$ cat config.mk
export PLATFORM = sky130hd
export DESIGN_NAME = hpt_addr_gen
export DESIGN_NICKNAME = d
export VERILOG_FILES = /design/src/inc/hpt_pkg.sv /design/src/verilog/hpt_addr_gen.sv
export SDC_FILE = /design/constraint.sdc
export NUM_CORES = 1
export LEC_CHECK = 0
export BUFFER_PORTS_ARGS = -buffer_cell sky130_fd_sc_hd__buf_2
export CAP_MARGIN = 30
export CORE_MARGIN = 2
export CORE_UTILIZATION = 55
export CTS_CLUSTER_DIAMETER = 80
export DETAILED_ROUTE_END_ITERATION = 16
export GPL_ROUTABILITY_DRIVEN = 0
export GPL_TIMING_DRIVEN = 0
export PLACE_DENSITY_LB_ADDON = 0.2
export SLEW_MARGIN = 20
export SYNTH_ARGS = -nofsm -noshare
export SYNTH_HDL_FRONTEND = slang
export SYNTH_SLANG_ARGS = --single-unit
export TNS_END_PERCENT = 5
$ cat constraint.sdc
create_clock -name mclk -period 16.2 [get_ports mclk]
set_input_delay 4.86 -clock mclk [delete_from_list [all_inputs] [get_ports mclk]]
set_output_delay 4.86 -clock mclk [all_outputs]
set_load 0.02 [all_outputs]
$ cat src/inc/hpt_pkg.sv
// Package for the hashed page table address generator: constants, types and field layout.
package hpt_pkg;

   // ----------------------------------------------------------------
   // Bus map
   // ----------------------------------------------------------------
   localparam logic [11:0] ADDR_DESC = 12'h000;
   localparam logic [11:0] ADDR_VA_LO = 12'h004;
   localparam logic [11:0] ADDR_VA_HI = 12'h008;
   localparam logic [11:0] ADDR_CTRL = 12'h00C;
   localparam logic [11:0] ADDR_STAT = 12'h010;
   localparam logic [11:0] ADDR_EADDR = 12'h014;
   localparam logic [11:0] ADDR_EHI = 12'h018;
   localparam logic [11:0] ADDR_ELO = 12'h01C;

   // ----------------------------------------------------------------
   // Reset values
   // ----------------------------------------------------------------
   localparam logic [31:0] RST_DESC = 32'h0000_0000;
   localparam logic [31:0] RST_WORD = 32'h0000_0000;

   // ----------------------------------------------------------------
   // Field layout (little-endian bit numbers; big-endian bit k is 31-k)
   // ----------------------------------------------------------------
   localparam int ORG_LSB = 16;
   localparam int MASK_W = 9;
   localparam int HASH_W = 19;
   localparam int LOW_HASH_W = 10;
   localparam int GRP_ALIGN = 6;
   localparam int SLOTS = 8;
   localparam int SLOT_BYTES = 8;
   localparam int ENT_VALID = 31;
   localparam int ENT_HSEL = 6;
   localparam int ENT_API_LSB = 0;
   localparam int API_W = 6;
   localparam int VIRTUAL_SEGMENT_ID_W = 24;
   localparam int STAT_BUSY = 0;
   localparam int STAT_HIT = 1;
   localparam int STAT_FAULT = 2;
   localparam int STAT_SEC = 3;
   localparam int STAT_SLOT_LSB = 4;

   typedef enum logic [1:0] {
      HPT_RD_IDLE,
      HPT_RD_REQ,
      HPT_RD_WAIT
   } hpt_rd_t;

   typedef struct packed {
      logic [VIRTUAL_SEGMENT_ID_W-1:0] virtual_segment_id;
      logic [15:0] page_index;
   } hpt_vaddr_t;

   typedef struct packed {
      logic [31:0] hi;
      logic [31:0] lo;
   } hpt_entry_t;

endpackage : hpt_pkg

$ cat src/verilog/hpt_addr_gen.sv
// Hashed page table search engine with an APB register port and a memory read port.
//
// Register access over APB and the register offsets were left to the implementer.
`timescale 1ns/1ps
`default_nettype none

// Summary of operation
// - Sixteen candidate slots per virtual page.
// - Any of eight slots may hold entry.
// - Primary miss leads to secondary group search.
// - Secondary miss raises a page fault.
// - Hash operands: segment id, page index.
// - Primary hash is zero-extended index XOR segment.
// - Secondary hash inverts primary hash.
// - Index mask suppresses upper hash bits.
// - Bits 7-15: masked hash OR origin.
// - Bits 16-25: ten low hash bits.
// - Low six address bits are zero.
// - Upper address bits copy table origin.
// - At most eight entries per group.
// - Descriptor holds origin and index mask.
// - Entries stepped at 8-byte increments.
// - Hit needs valid, segment and page match.
// - Hash-select bit must match group kind.
module hpt_addr_gen (
   input wire logic mclk,
   input wire logic rst,
   input wire logic psel,
   input wire logic penable,
   input wire logic pwrite,
   input wire logic [11:0] paddr,
   input wire logic [31:0] pwdata,
   output logic [31:0] prdata,
   output logic pready,
   output logic pslverr,
   output logic mem_req,
   output logic [31:0] mem_addr,
   input wire logic mem_ack,
   input wire logic [63:0] mem_rdata,
   output logic fault_pulse,
   output logic hit_pulse
);

   // ----------------------------------------------------------------
   // Registers
   // ----------------------------------------------------------------
   logic [31:0] table_descriptor_reg_ff;
   hpt_pkg::hpt_vaddr_t va_ff;
   logic busy_ff;
   logic hit_ff;
   logic fault_ff;
   logic sec_ff;
   logic [2:0] slot_ff;
   hpt_pkg::hpt_entry_t entry_ff;
   hpt_pkg::hpt_rd_t rd_ff;
   logic [31:0] prdata_ff;
   logic pready_ff;
   logic pslverr_ff;
   logic mem_req_ff;
   logic [31:0] mem_addr_ff;
   logic fault_pulse_ff;
   logic hit_pulse_ff;

   // ----------------------------------------------------------------
   // Address generation
   // ----------------------------------------------------------------
   wire logic [15:0] table_origin = table_descriptor_reg_ff[31:hpt_pkg::ORG_LSB];
   wire logic [8:0] table_index_mask = table_descriptor_reg_ff[hpt_pkg::MASK_W-1:0];

   wire logic [18:0] seg_bits = va_ff.virtual_segment_id[hpt_pkg::HASH_W-1:0];
   wire logic [18:0] hash1 = seg_bits ^ {3'h0, va_ff.page_index};
   wire logic [18:0] hash_sel = sec_ff ? ~hash1 : hash1;

   // Forms an entry group address from origin, mask and hash.
   function automatic logic [31:0] grp_addr(input logic [15:0] org, input logic [8:0] msk,
                                             input logic [18:0] h);
      logic [31:0] a;
      a = 32'h0000_0000;
      a[31:25] = org[15:9];
      a[24:16] = (h[18:10] & msk) | org[8:0];
      a[15:6] = h[hpt_pkg::LOW_HASH_W-1:0];
      a[hpt_pkg::GRP_ALIGN-1:0] = 6'h00;
      return a;
   endfunction : grp_addr

   wire logic [31:0] group_base = grp_addr(table_origin, table_index_mask, hash_sel);
   wire logic [31:0] slot_addr = group_base | {26'h0, slot_ff, 3'h0};

   // ----------------------------------------------------------------
   // Entry compare
   // ----------------------------------------------------------------
   wire logic [31:0] ent_hi = mem_rdata[63:32];
   wire logic ent_hit = ent_hi[hpt_pkg::ENT_VALID]
      && ent_hi[30:7] == va_ff.virtual_segment_id
      && ent_hi[hpt_pkg::ENT_HSEL] == sec_ff
      && ent_hi[5:0] == va_ff.page_index[15:10];
   wire logic last_slot = slot_ff == 3'(hpt_pkg::SLOTS - 1);

   // ----------------------------------------------------------------
   // APB decode
   // ----------------------------------------------------------------
   wire logic acc = psel && penable && !pready_ff;
   // Writes land on the edge where the master sees pready high, never earlier.
   wire logic done = psel && penable && pready_ff;
   wire logic wr = done && pwrite;
   wire logic known = paddr <= hpt_pkg::ADDR_ELO && paddr[1:0] == 2'h0;
   wire logic start = wr && paddr == hpt_pkg::ADDR_CTRL && pwdata[0] && !busy_ff;
   wire logic [31:0] stat_word = {25'h0, slot_ff, sec_ff, fault_ff, hit_ff, busy_ff};
   wire logic [31:0] rd_mux =
      paddr == hpt_pkg::ADDR_DESC ? table_descriptor_reg_ff :
      paddr == hpt_pkg::ADDR_VA_LO ? {16'h0, va_ff.page_index} :
      paddr == hpt_pkg::ADDR_VA_HI ? {8'h0, va_ff.virtual_segment_id} :
      paddr == hpt_pkg::ADDR_STAT ? stat_word :
      paddr == hpt_pkg::ADDR_EADDR ? mem_addr_ff :
      paddr == hpt_pkg::ADDR_EHI ? entry_ff.hi :
      paddr == hpt_pkg::ADDR_ELO ? entry_ff.lo : 32'h0000_0000;

   // Read data is zero outside the ready cycle, so a stale word never lingers on the bus.
   always_ff @(posedge mclk or posedge rst) begin
      if (rst) begin
         pready_ff <= 1'b0;
         pslverr_ff <= 1'b0;
         prdata_ff <= hpt_pkg::RST_WORD;
      end else begin
         pready_ff <= acc;
         pslverr_ff <= acc && !known;
         prdata_ff <= acc && !pwrite ? rd_mux : hpt_pkg::RST_WORD;
      end
   end

   // Descriptor and address are frozen during a search so a group is never mixed.
   always_ff @(posedge mclk or posedge rst) begin
      if (rst) begin
         table_descriptor_reg_ff <= hpt_pkg::RST_DESC;
         va_ff <= '0;
      end else if (wr && !busy_ff) begin
         // Reserved descriptor bits are dropped on write so they always read zero.
         // descriptor fields
         if (paddr == hpt_pkg::ADDR_DESC) table_descriptor_reg_ff <= pwdata & 32'hFFFF_01FF;
         if (paddr == hpt_pkg::ADDR_VA_LO) va_ff.page_index <= pwdata[15:0];
         if (paddr == hpt_pkg::ADDR_VA_HI) va_ff.virtual_segment_id <= pwdata[23:0];
      end
   end

   // ----------------------------------------------------------------
   // Search sequencer
   // ----------------------------------------------------------------
   always_ff @(posedge mclk or posedge rst) begin
      if (rst) begin
         rd_ff <= hpt_pkg::HPT_RD_IDLE;
         busy_ff <= 1'b0;
         hit_ff <= 1'b0;
         fault_ff <= 1'b0;
         sec_ff <= 1'b0;
         slot_ff <= 3'h0;
         mem_req_ff <= 1'b0;
         mem_addr_ff <= hpt_pkg::RST_WORD;
         entry_ff <= '0;
         hit_pulse_ff <= 1'b0;
         fault_pulse_ff <= 1'b0;
      end else begin
         hit_pulse_ff <= 1'b0;
         fault_pulse_ff <= 1'b0;
         unique case (rd_ff)
            hpt_pkg::HPT_RD_IDLE: begin
               if (start) begin
                  busy_ff <= 1'b1;
                  hit_ff <= 1'b0;
                  fault_ff <= 1'b0;
                  sec_ff <= 1'b0;
                  slot_ff <= 3'h0;
                  rd_ff <= hpt_pkg::HPT_RD_REQ;
               end
            end
            // The address is registered here so it stays put for the whole read.
            hpt_pkg::HPT_RD_REQ: begin
               mem_req_ff <= 1'b1;
               mem_addr_ff <= slot_addr;
               rd_ff <= hpt_pkg::HPT_RD_WAIT;
            end
            hpt_pkg::HPT_RD_WAIT: begin
               if (mem_ack) begin
                  mem_req_ff <= 1'b0;
                  if (ent_hit) begin
                     hit_ff <= 1'b1;
                     hit_pulse_ff <= 1'b1;
                     busy_ff <= 1'b0;
                     entry_ff <= mem_rdata;
                     rd_ff <= hpt_pkg::HPT_RD_IDLE;
                  end else if (!last_slot) begin
                     slot_ff <= slot_ff + 3'h1;
                     rd_ff <= hpt_pkg::HPT_RD_REQ;
                  end else if (!sec_ff) begin
                     sec_ff <= 1'b1;
                     slot_ff <= 3'h0;
                     rd_ff <= hpt_pkg::HPT_RD_REQ;
                  end else begin
                     fault_ff <= 1'b1;
                     fault_pulse_ff <= 1'b1;
                     busy_ff <= 1'b0;
                     rd_ff <= hpt_pkg::HPT_RD_IDLE;
                  end
               end
            end
            // Code three is never entered; fall back to idle rather than stay busy.
            default: begin
               busy_ff <= 1'b0;
               mem_req_ff <= 1'b0;
               rd_ff <= hpt_pkg::HPT_RD_IDLE;
            end
         endcase
      end
   end

   assign prdata = prdata_ff;
   assign pready = pready_ff;
   assign pslverr = pslverr_ff;
   assign mem_req = mem_req_ff;
   assign mem_addr = mem_addr_ff;
   assign hit_pulse = hit_pulse_ff;
   assign fault_pulse = fault_pulse_ff;

   // ----------------------------------------------------------------
   // Search bookkeeping
   // ----------------------------------------------------------------
   // Reads issued since the last start; it feeds only the assertions below.
   logic [4:0] reads_ff;
   always_ff @(posedge mclk or posedge rst) begin
      if (rst) begin
         reads_ff <= 5'h00;
      end else if (start) begin
         reads_ff <= 5'h00;
      end else if (rd_ff == hpt_pkg::HPT_RD_REQ) begin
         reads_ff <= reads_ff + 5'h01;
      end
   end

   // Hash bits rebuilt from the raw operands, apart from the hash wires,
   // so a slip in the datapath cannot hide behind its own expression.
   wire logic [8:0] upper_hash_chk = va_ff.virtual_segment_id[18:10]
      ^ {3'h0, va_ff.page_index[15:10]} ^ {9{sec_ff}};
   wire logic [9:0] low_hash_chk = va_ff.virtual_segment_id[9:0] ^ va_ff.page_index[9:0];
   wire logic [4:0] read_limit = 5'(2 * hpt_pkg::SLOTS);
endmodule : hpt_addr_gen
`default_nettype wire

==> results of run 1 <==
[where the power goes]
part	leakage [nW]	internal [W]	switching [W]
clock network	0.422	0.000375	0.000208
logic	2.44	0.0000415	0.0000631
registers	2.83	0.000521	0.0000120
[logic make-up after synthesis]
family,after synthesis,share of synthesized area
adder cells (fa/ha/maj),2,0.00269
AND/OR/NAND/NOR,109,0.0618
AO/OA/AOI/OAI,149,0.100
multiplexers,163,0.195
flip-flops,204,0.550
buffers and inverters,49,0.0283
XOR/XNOR,66,0.0622
other,1,0.000404
[worst max path at each step]
stage / cells after the start / slack (ps) / from / end
4_1_cts: 9 / 9310 / paddr[6] / prdata[6]
5_1_grt: 9 / 9090 / paddr[1] / prdata[6]
2_1_floorplan: 1 / 5770 / rst / busy_ff
3_3_place_gp: 2 / 3520 / rst / entry_ff[17]
6_report: 9 / 9180 / paddr[6] / prdata[6]
3_5_place_dp: 9 / 8780 / paddr[6] / prdata[6]
[area by class of cell]
class / instances / area (µm²) / share of cell area
flip-flops and latches: 204 / 5100 / 0.447
well taps: 220 / 275 / 0.0241
multi-input cells: 492 / 3940 / 0.346
clock buffers: 30 / 642 / 0.0563
inverters: 6 / 30.0 / 0.00263
clock inverters: 11 / 211 / 0.0185
plain buffers: 43 / 240 / 0.0211
repair buffers: 183 / 963 / 0.0844
[registers in the layout, indices dropped and copies added (netlist names), 2 cells and up]
name,count
rd_ff,2
mem_addr,29
slot_ff,3
entry_ff,64
va_ff,21
table_descriptor_reg_ff,25
prdata,32
seg_bits,19
[Yosys cell counts, drive strengths merged]
cell and instances:
a211oi 1, a21o 2, a21oi 53, a221oi 1, a222oi 2, a22o 5
a22oi 39, a311oi 2, a31o 1, a31oi 1, a32o 1, a41oi 1
and2 2, and3 1, buf 29, clkbuf 14, conb 1, dfrtp 204
ha 2, inv 6, mux2 143, mux2i 20, nand2 38, nand2b 3
nand3 3, nand4 10, nor2 27, nor2b 6, nor3 8, nor4 4
nor4b 1, o2111ai 3, o21a 2, o21ai 33, o21ba 1, o2bb2ai 1
or2 1, or3 3, or4 2, xnor2 52, xor2 14
[stage by stage]
step | power, W | hold WS, ps | cell area (µm²)
4_1_cts | 0.00122 | 481 | 11400
3_3_place_gp | 0.000641 | 450 | 10500
5_1_grt | 0.00126 | 490 | 11400
3_5_place_dp | 0.000644 | 454 | 10600
2_1_floorplan | 0.000598 | 441 | 9300
6_report | 0.00122 | 484 | 11400
[per-layer routing]
metal	vias up	wire (µm)	GRT usage
li1	3083	-	-
met4	0	999	0.117
met1	3479	11500	0.438
met2	349	12200	0.459
met3	61	2280	0.0574
met5	-	0	0
==> results.cfg, run 1 <==
[synth]
synthDistinctLibCells = 52
syn_avg_cell_area_um2 = 12.5
ys_ff_latch = 204
synth_top_cell_area_share = 0.550
ys_warn_count = 0
synth_top_cell_by_area = dfrtp_1
netlist_area_um2 = 9290
syn_inst = 743
ys_seq_area_frac = 0.550
synth_area_leaders = dfrtp_1 55%, mux2_2 13%, xnor2_1 4.9%

[status]
status = finished clean

[clock_tree]
postCtsHoldBufs = 0
postCtsSetupRepairBufs = 0
cts-root-buf = clkbuf_16
clk_pin_slew_ps = 60
cts_buffer_depth = 3
cts_tree = built
clock-sinks = 204
clock_latency_ps = 510
cts_max_level = 1
numCtsBuffers = 23
post_cts_resized = 0

[setup_path]
start_kind = input port
crit_slowest_cell = nor2_1
r2r-start = seg_bits[2]
rr_endpoint = entry_ff[8]
crit_fanout = 10
r2r_cells = 7
cp_top_family = simple AND/OR/NAND/NOR gates
worstPathRequired_ps = 16610
cp_common_cell = buf_2
end_kind = register
crit_type = in -> reg
critPathMaxStageDelay_ps = 530
rrSetupSlack_ps = 13500
crit_chain = buf_2, nor4_2, and3_1, buf_4, nand3_1, nor2_1, buf_2, a22oi_1, a31oi_1
arrival_ps = 7420
path_buf_inv = 3

[route]
firstDrtPassIters = 5
viasPerCell = 5.86
wl_um = 27000
routedWlPerCell_um = 22.7
drt_first_iter_violations = 683
drcViolationCount = 0
vias = 6972
final_antenna_net_count = 0

[sta]
max-slew-margin-rel = 0.340
max_freq_mhz = 143
worst_pin_slew_ps = 984
final-hold-violation-count = 0
rsz0062_at_grt = no
setup_slack_ps = 9180
slew_viol_final = 0
finalCritPeriodShare = 0.433
setup_viol_count_final = 0
fin_tns_setup_ps = 0
fin_skew_ps = 9.68
finalCriticalPeriod_ps = 7020

[power_and_ir_drop]
powerDensity_nw_per_um2 = 107
p_leak_nw = 5.70
ir_drop_mv = 0.0738

[final_layout]
layout-drive-gt1-share = 0.376
nFillCells = 1265
nets = 1069
fin_util = 0.690
final_cell_mix = 204 x dfrtp_1, 189 x buf_2, 106 x mux2_2
n_antenna_cell = 0
area_growth_pct = 22.8
final_common_cell = dfrtp_1
fin_cells = 1189

[floorplanning]
start_util = 0.562
io_pins = 183
rows = 47
die-area_um2 = 17900
die_w_um = 134
die_h_um = 134
core_area_um2 = 16500

[place]
dpl.hpwl_um = 19300
io_buffers = 179
preCtsSetupSlack_ps = 8780
dp.cells = 1148

[global_routing]
antenna_found_initial = 0
gr-total-overflow = 0
grt_pass1_vias = 6825
grt_use_total = 0.303
grt_max_degree = 83
grt_pass1_wl_um = 40700

[hold_path]
worstHoldStart = mem_req
min_path_cells = 1
hold_end = mem_req
min_path_type = reg -> reg

[run]
cap_viol_max_count = 0
Note: power is estimated with default switching activity, not from simulation.
==> run 2, diff against run 1 <==
--- a/config.mk
+++ b/config.mk
@@ -8,7 +8,7 @@
 export BUFFER_PORTS_ARGS = -buffer_cell sky130_fd_sc_hd__buf_2
 export CAP_MARGIN = 30
 export CORE_MARGIN = 2
-export CORE_UTILIZATION = 55
+export CORE_UTILIZATION = 50
 export CTS_CLUSTER_DIAMETER = 80
 export DETAILED_ROUTE_END_ITERATION = 16
 export GPL_ROUTABILITY_DRIVEN = 0
==> constraint.sdc (replaced) <==
create_clock -name mclk -period 5.9 [get_ports mclk]
set_input_delay 1.77 -clock mclk [delete_from_list [all_inputs] [get_ports mclk]]
set_output_delay 1.77 -clock mclk [all_outputs]
set_load 0.02 [all_outputs]
==> results.cfg, run 2 (same netlist as run 1, synthesis figures left out) <==
[setup_path]
end_kind = register
crit_type = in -> reg
start_kind = input port
arrival_ps = 4260
crit_fanout = 10
worstPathRequired_ps = 6310

[run]
cap_viol_max_count = 0

[hold_path]
min_path_type = reg -> reg

[clock_tree]
cts-root-buf = clkbuf_16
cts_max_level = 1
clk_pin_slew_ps = 60
post_cts_resized = 0
postCtsHoldBufs = 0
clock-sinks = 204
cts_buffer_depth = 3
numCtsBuffers = 22
clock_latency_ps = 500
postCtsSetupRepairBufs = 0
cts_tree = built

[floorplanning]
start_util = 0.514
rows = 49
die-area_um2 = 19700
io_pins = 183
die_w_um = 140
core_area_um2 = 18100
die_h_um = 140

[sta]
fin_skew_ps = 9.59
max_freq_mhz = 259
rsz0062_at_grt = no
slew_viol_final = 0
setup_slack_ps = 2040
setup_viol_count_final = 0
finalCritPeriodShare = 0.654
finalCriticalPeriod_ps = 3860
fin_tns_setup_ps = 0
worst_pin_slew_ps = 1010
final-hold-violation-count = 0
max-slew-margin-rel = 0.324

[power_and_ir_drop]
ir_drop_mv = 0.191
powerDensity_nw_per_um2 = 274
p_leak_nw = 5.67

[global_routing]
grt_pass1_vias = 6992
grt_max_degree = 35
grt_pass1_wl_um = 41600
antenna_found_initial = 2
gr-total-overflow = 0
grt_use_total = 0.278

[route]
viasPerCell = 5.72
vias = 6893
routedWlPerCell_um = 22.7
drt_first_iter_violations = 591
wl_um = 27300
final_antenna_net_count = 0
firstDrtPassIters = 6
drcViolationCount = 0

[final_layout]
final_cell_mix = 204 x dfrtp_1, 189 x buf_2, 106 x mux2_2
area_growth_pct = 22.7
layout-drive-gt1-share = 0.378
final_common_cell = dfrtp_1
top_register = entry_ff
fin_cells = 1205
fin_util = 0.630
nets = 1073
largest_reg_flops = 64

[place]
dp.cells = 1162
dpl.hpwl_um = 20600
preCtsSetupSlack_ps = 1620
io_buffers = 179

[status]
status = finished clean
run 2: worst paths after layout:
path / startpoint / cells after the start / slack (ps) / end
max: paddr[6] / 9 / 2040 / prdata[27]
max reg2reg: va_ff[39] / 7 / 3200 / entry_ff[30]
min reg2reg: entry_ff[63] / 1 / 470 / entry_ff[63]
max in group asynchronous: rst / 5 / 3620 / entry_ff[18]
min: entry_ff[63] / 1 / 470 / entry_ff[63]
min in group asynchronous: rst / 2 / 1320 / prdata[0]
run 2: routing by layer:
metal / wire (µm) / share of wire / track usage
met2: 12600 / 0.46 / 0.440
met1: 11800 / 0.43 / 0.393
met4: 629 / 0.023 / 0.0702
met3: 2260 / 0.083 / 0.0629
met5: 0 / 0 / 0
run 2: layout make-up:
| class | instances | area (µm²) |
|---|---|---|
| fillers | 1447 | 6690 |
| flip-flops and latches | 204 | 5100 |
| multi-input cells | 492 | 3940 |
| repair buffers | 188 | 1060 |
| clock buffers | 35 | 711 |
| well taps | 229 | 287 |
| plain buffers | 43 | 240 |
| inverters | 6 | 26.3 |
| clock inverters | 4 | 20.0 |
| diodes | 4 | 10.0 |
run 2: power breakdown:
group | leakage [nW] | internal [W] | switching [W] | total (W)
Sequential | 2.83 | 0.00143 | 0.0000313 | 0.00146
Combinational | 2.47 | 0.000120 | 0.000177 | 0.000297
Clock | 0.367 | 0.000821 | 0.000546 | 0.00137
Total | 5.67 | 0.00237 | 0.000754 | 0.00312
run 2: stage by stage:
| stage | instance area [µm²] | total power (W) | hold WS, ps |
|---|---|---|---|
| after floorplan | 9300 | 0.00164 | 441 |
| after global placement | 10500 | 0.00177 | 454 |
| after detailed placement | 10700 | 0.00178 | 457 |
| after CTS | 11400 | 0.00315 | 471 |
| after global routing | 11400 | 0.00324 | 492 |
| final | 11400 | 0.00312 | 471 |
run 2: worst max-delay path, cell delays in order:
cell and delay (ps):
buf_2 100, nor4_2 310, and3_1 250, buf_4 190, nand3_1 430, nor2_1 530
buf_2 360, a22oi_1 110, a21oi_1 190
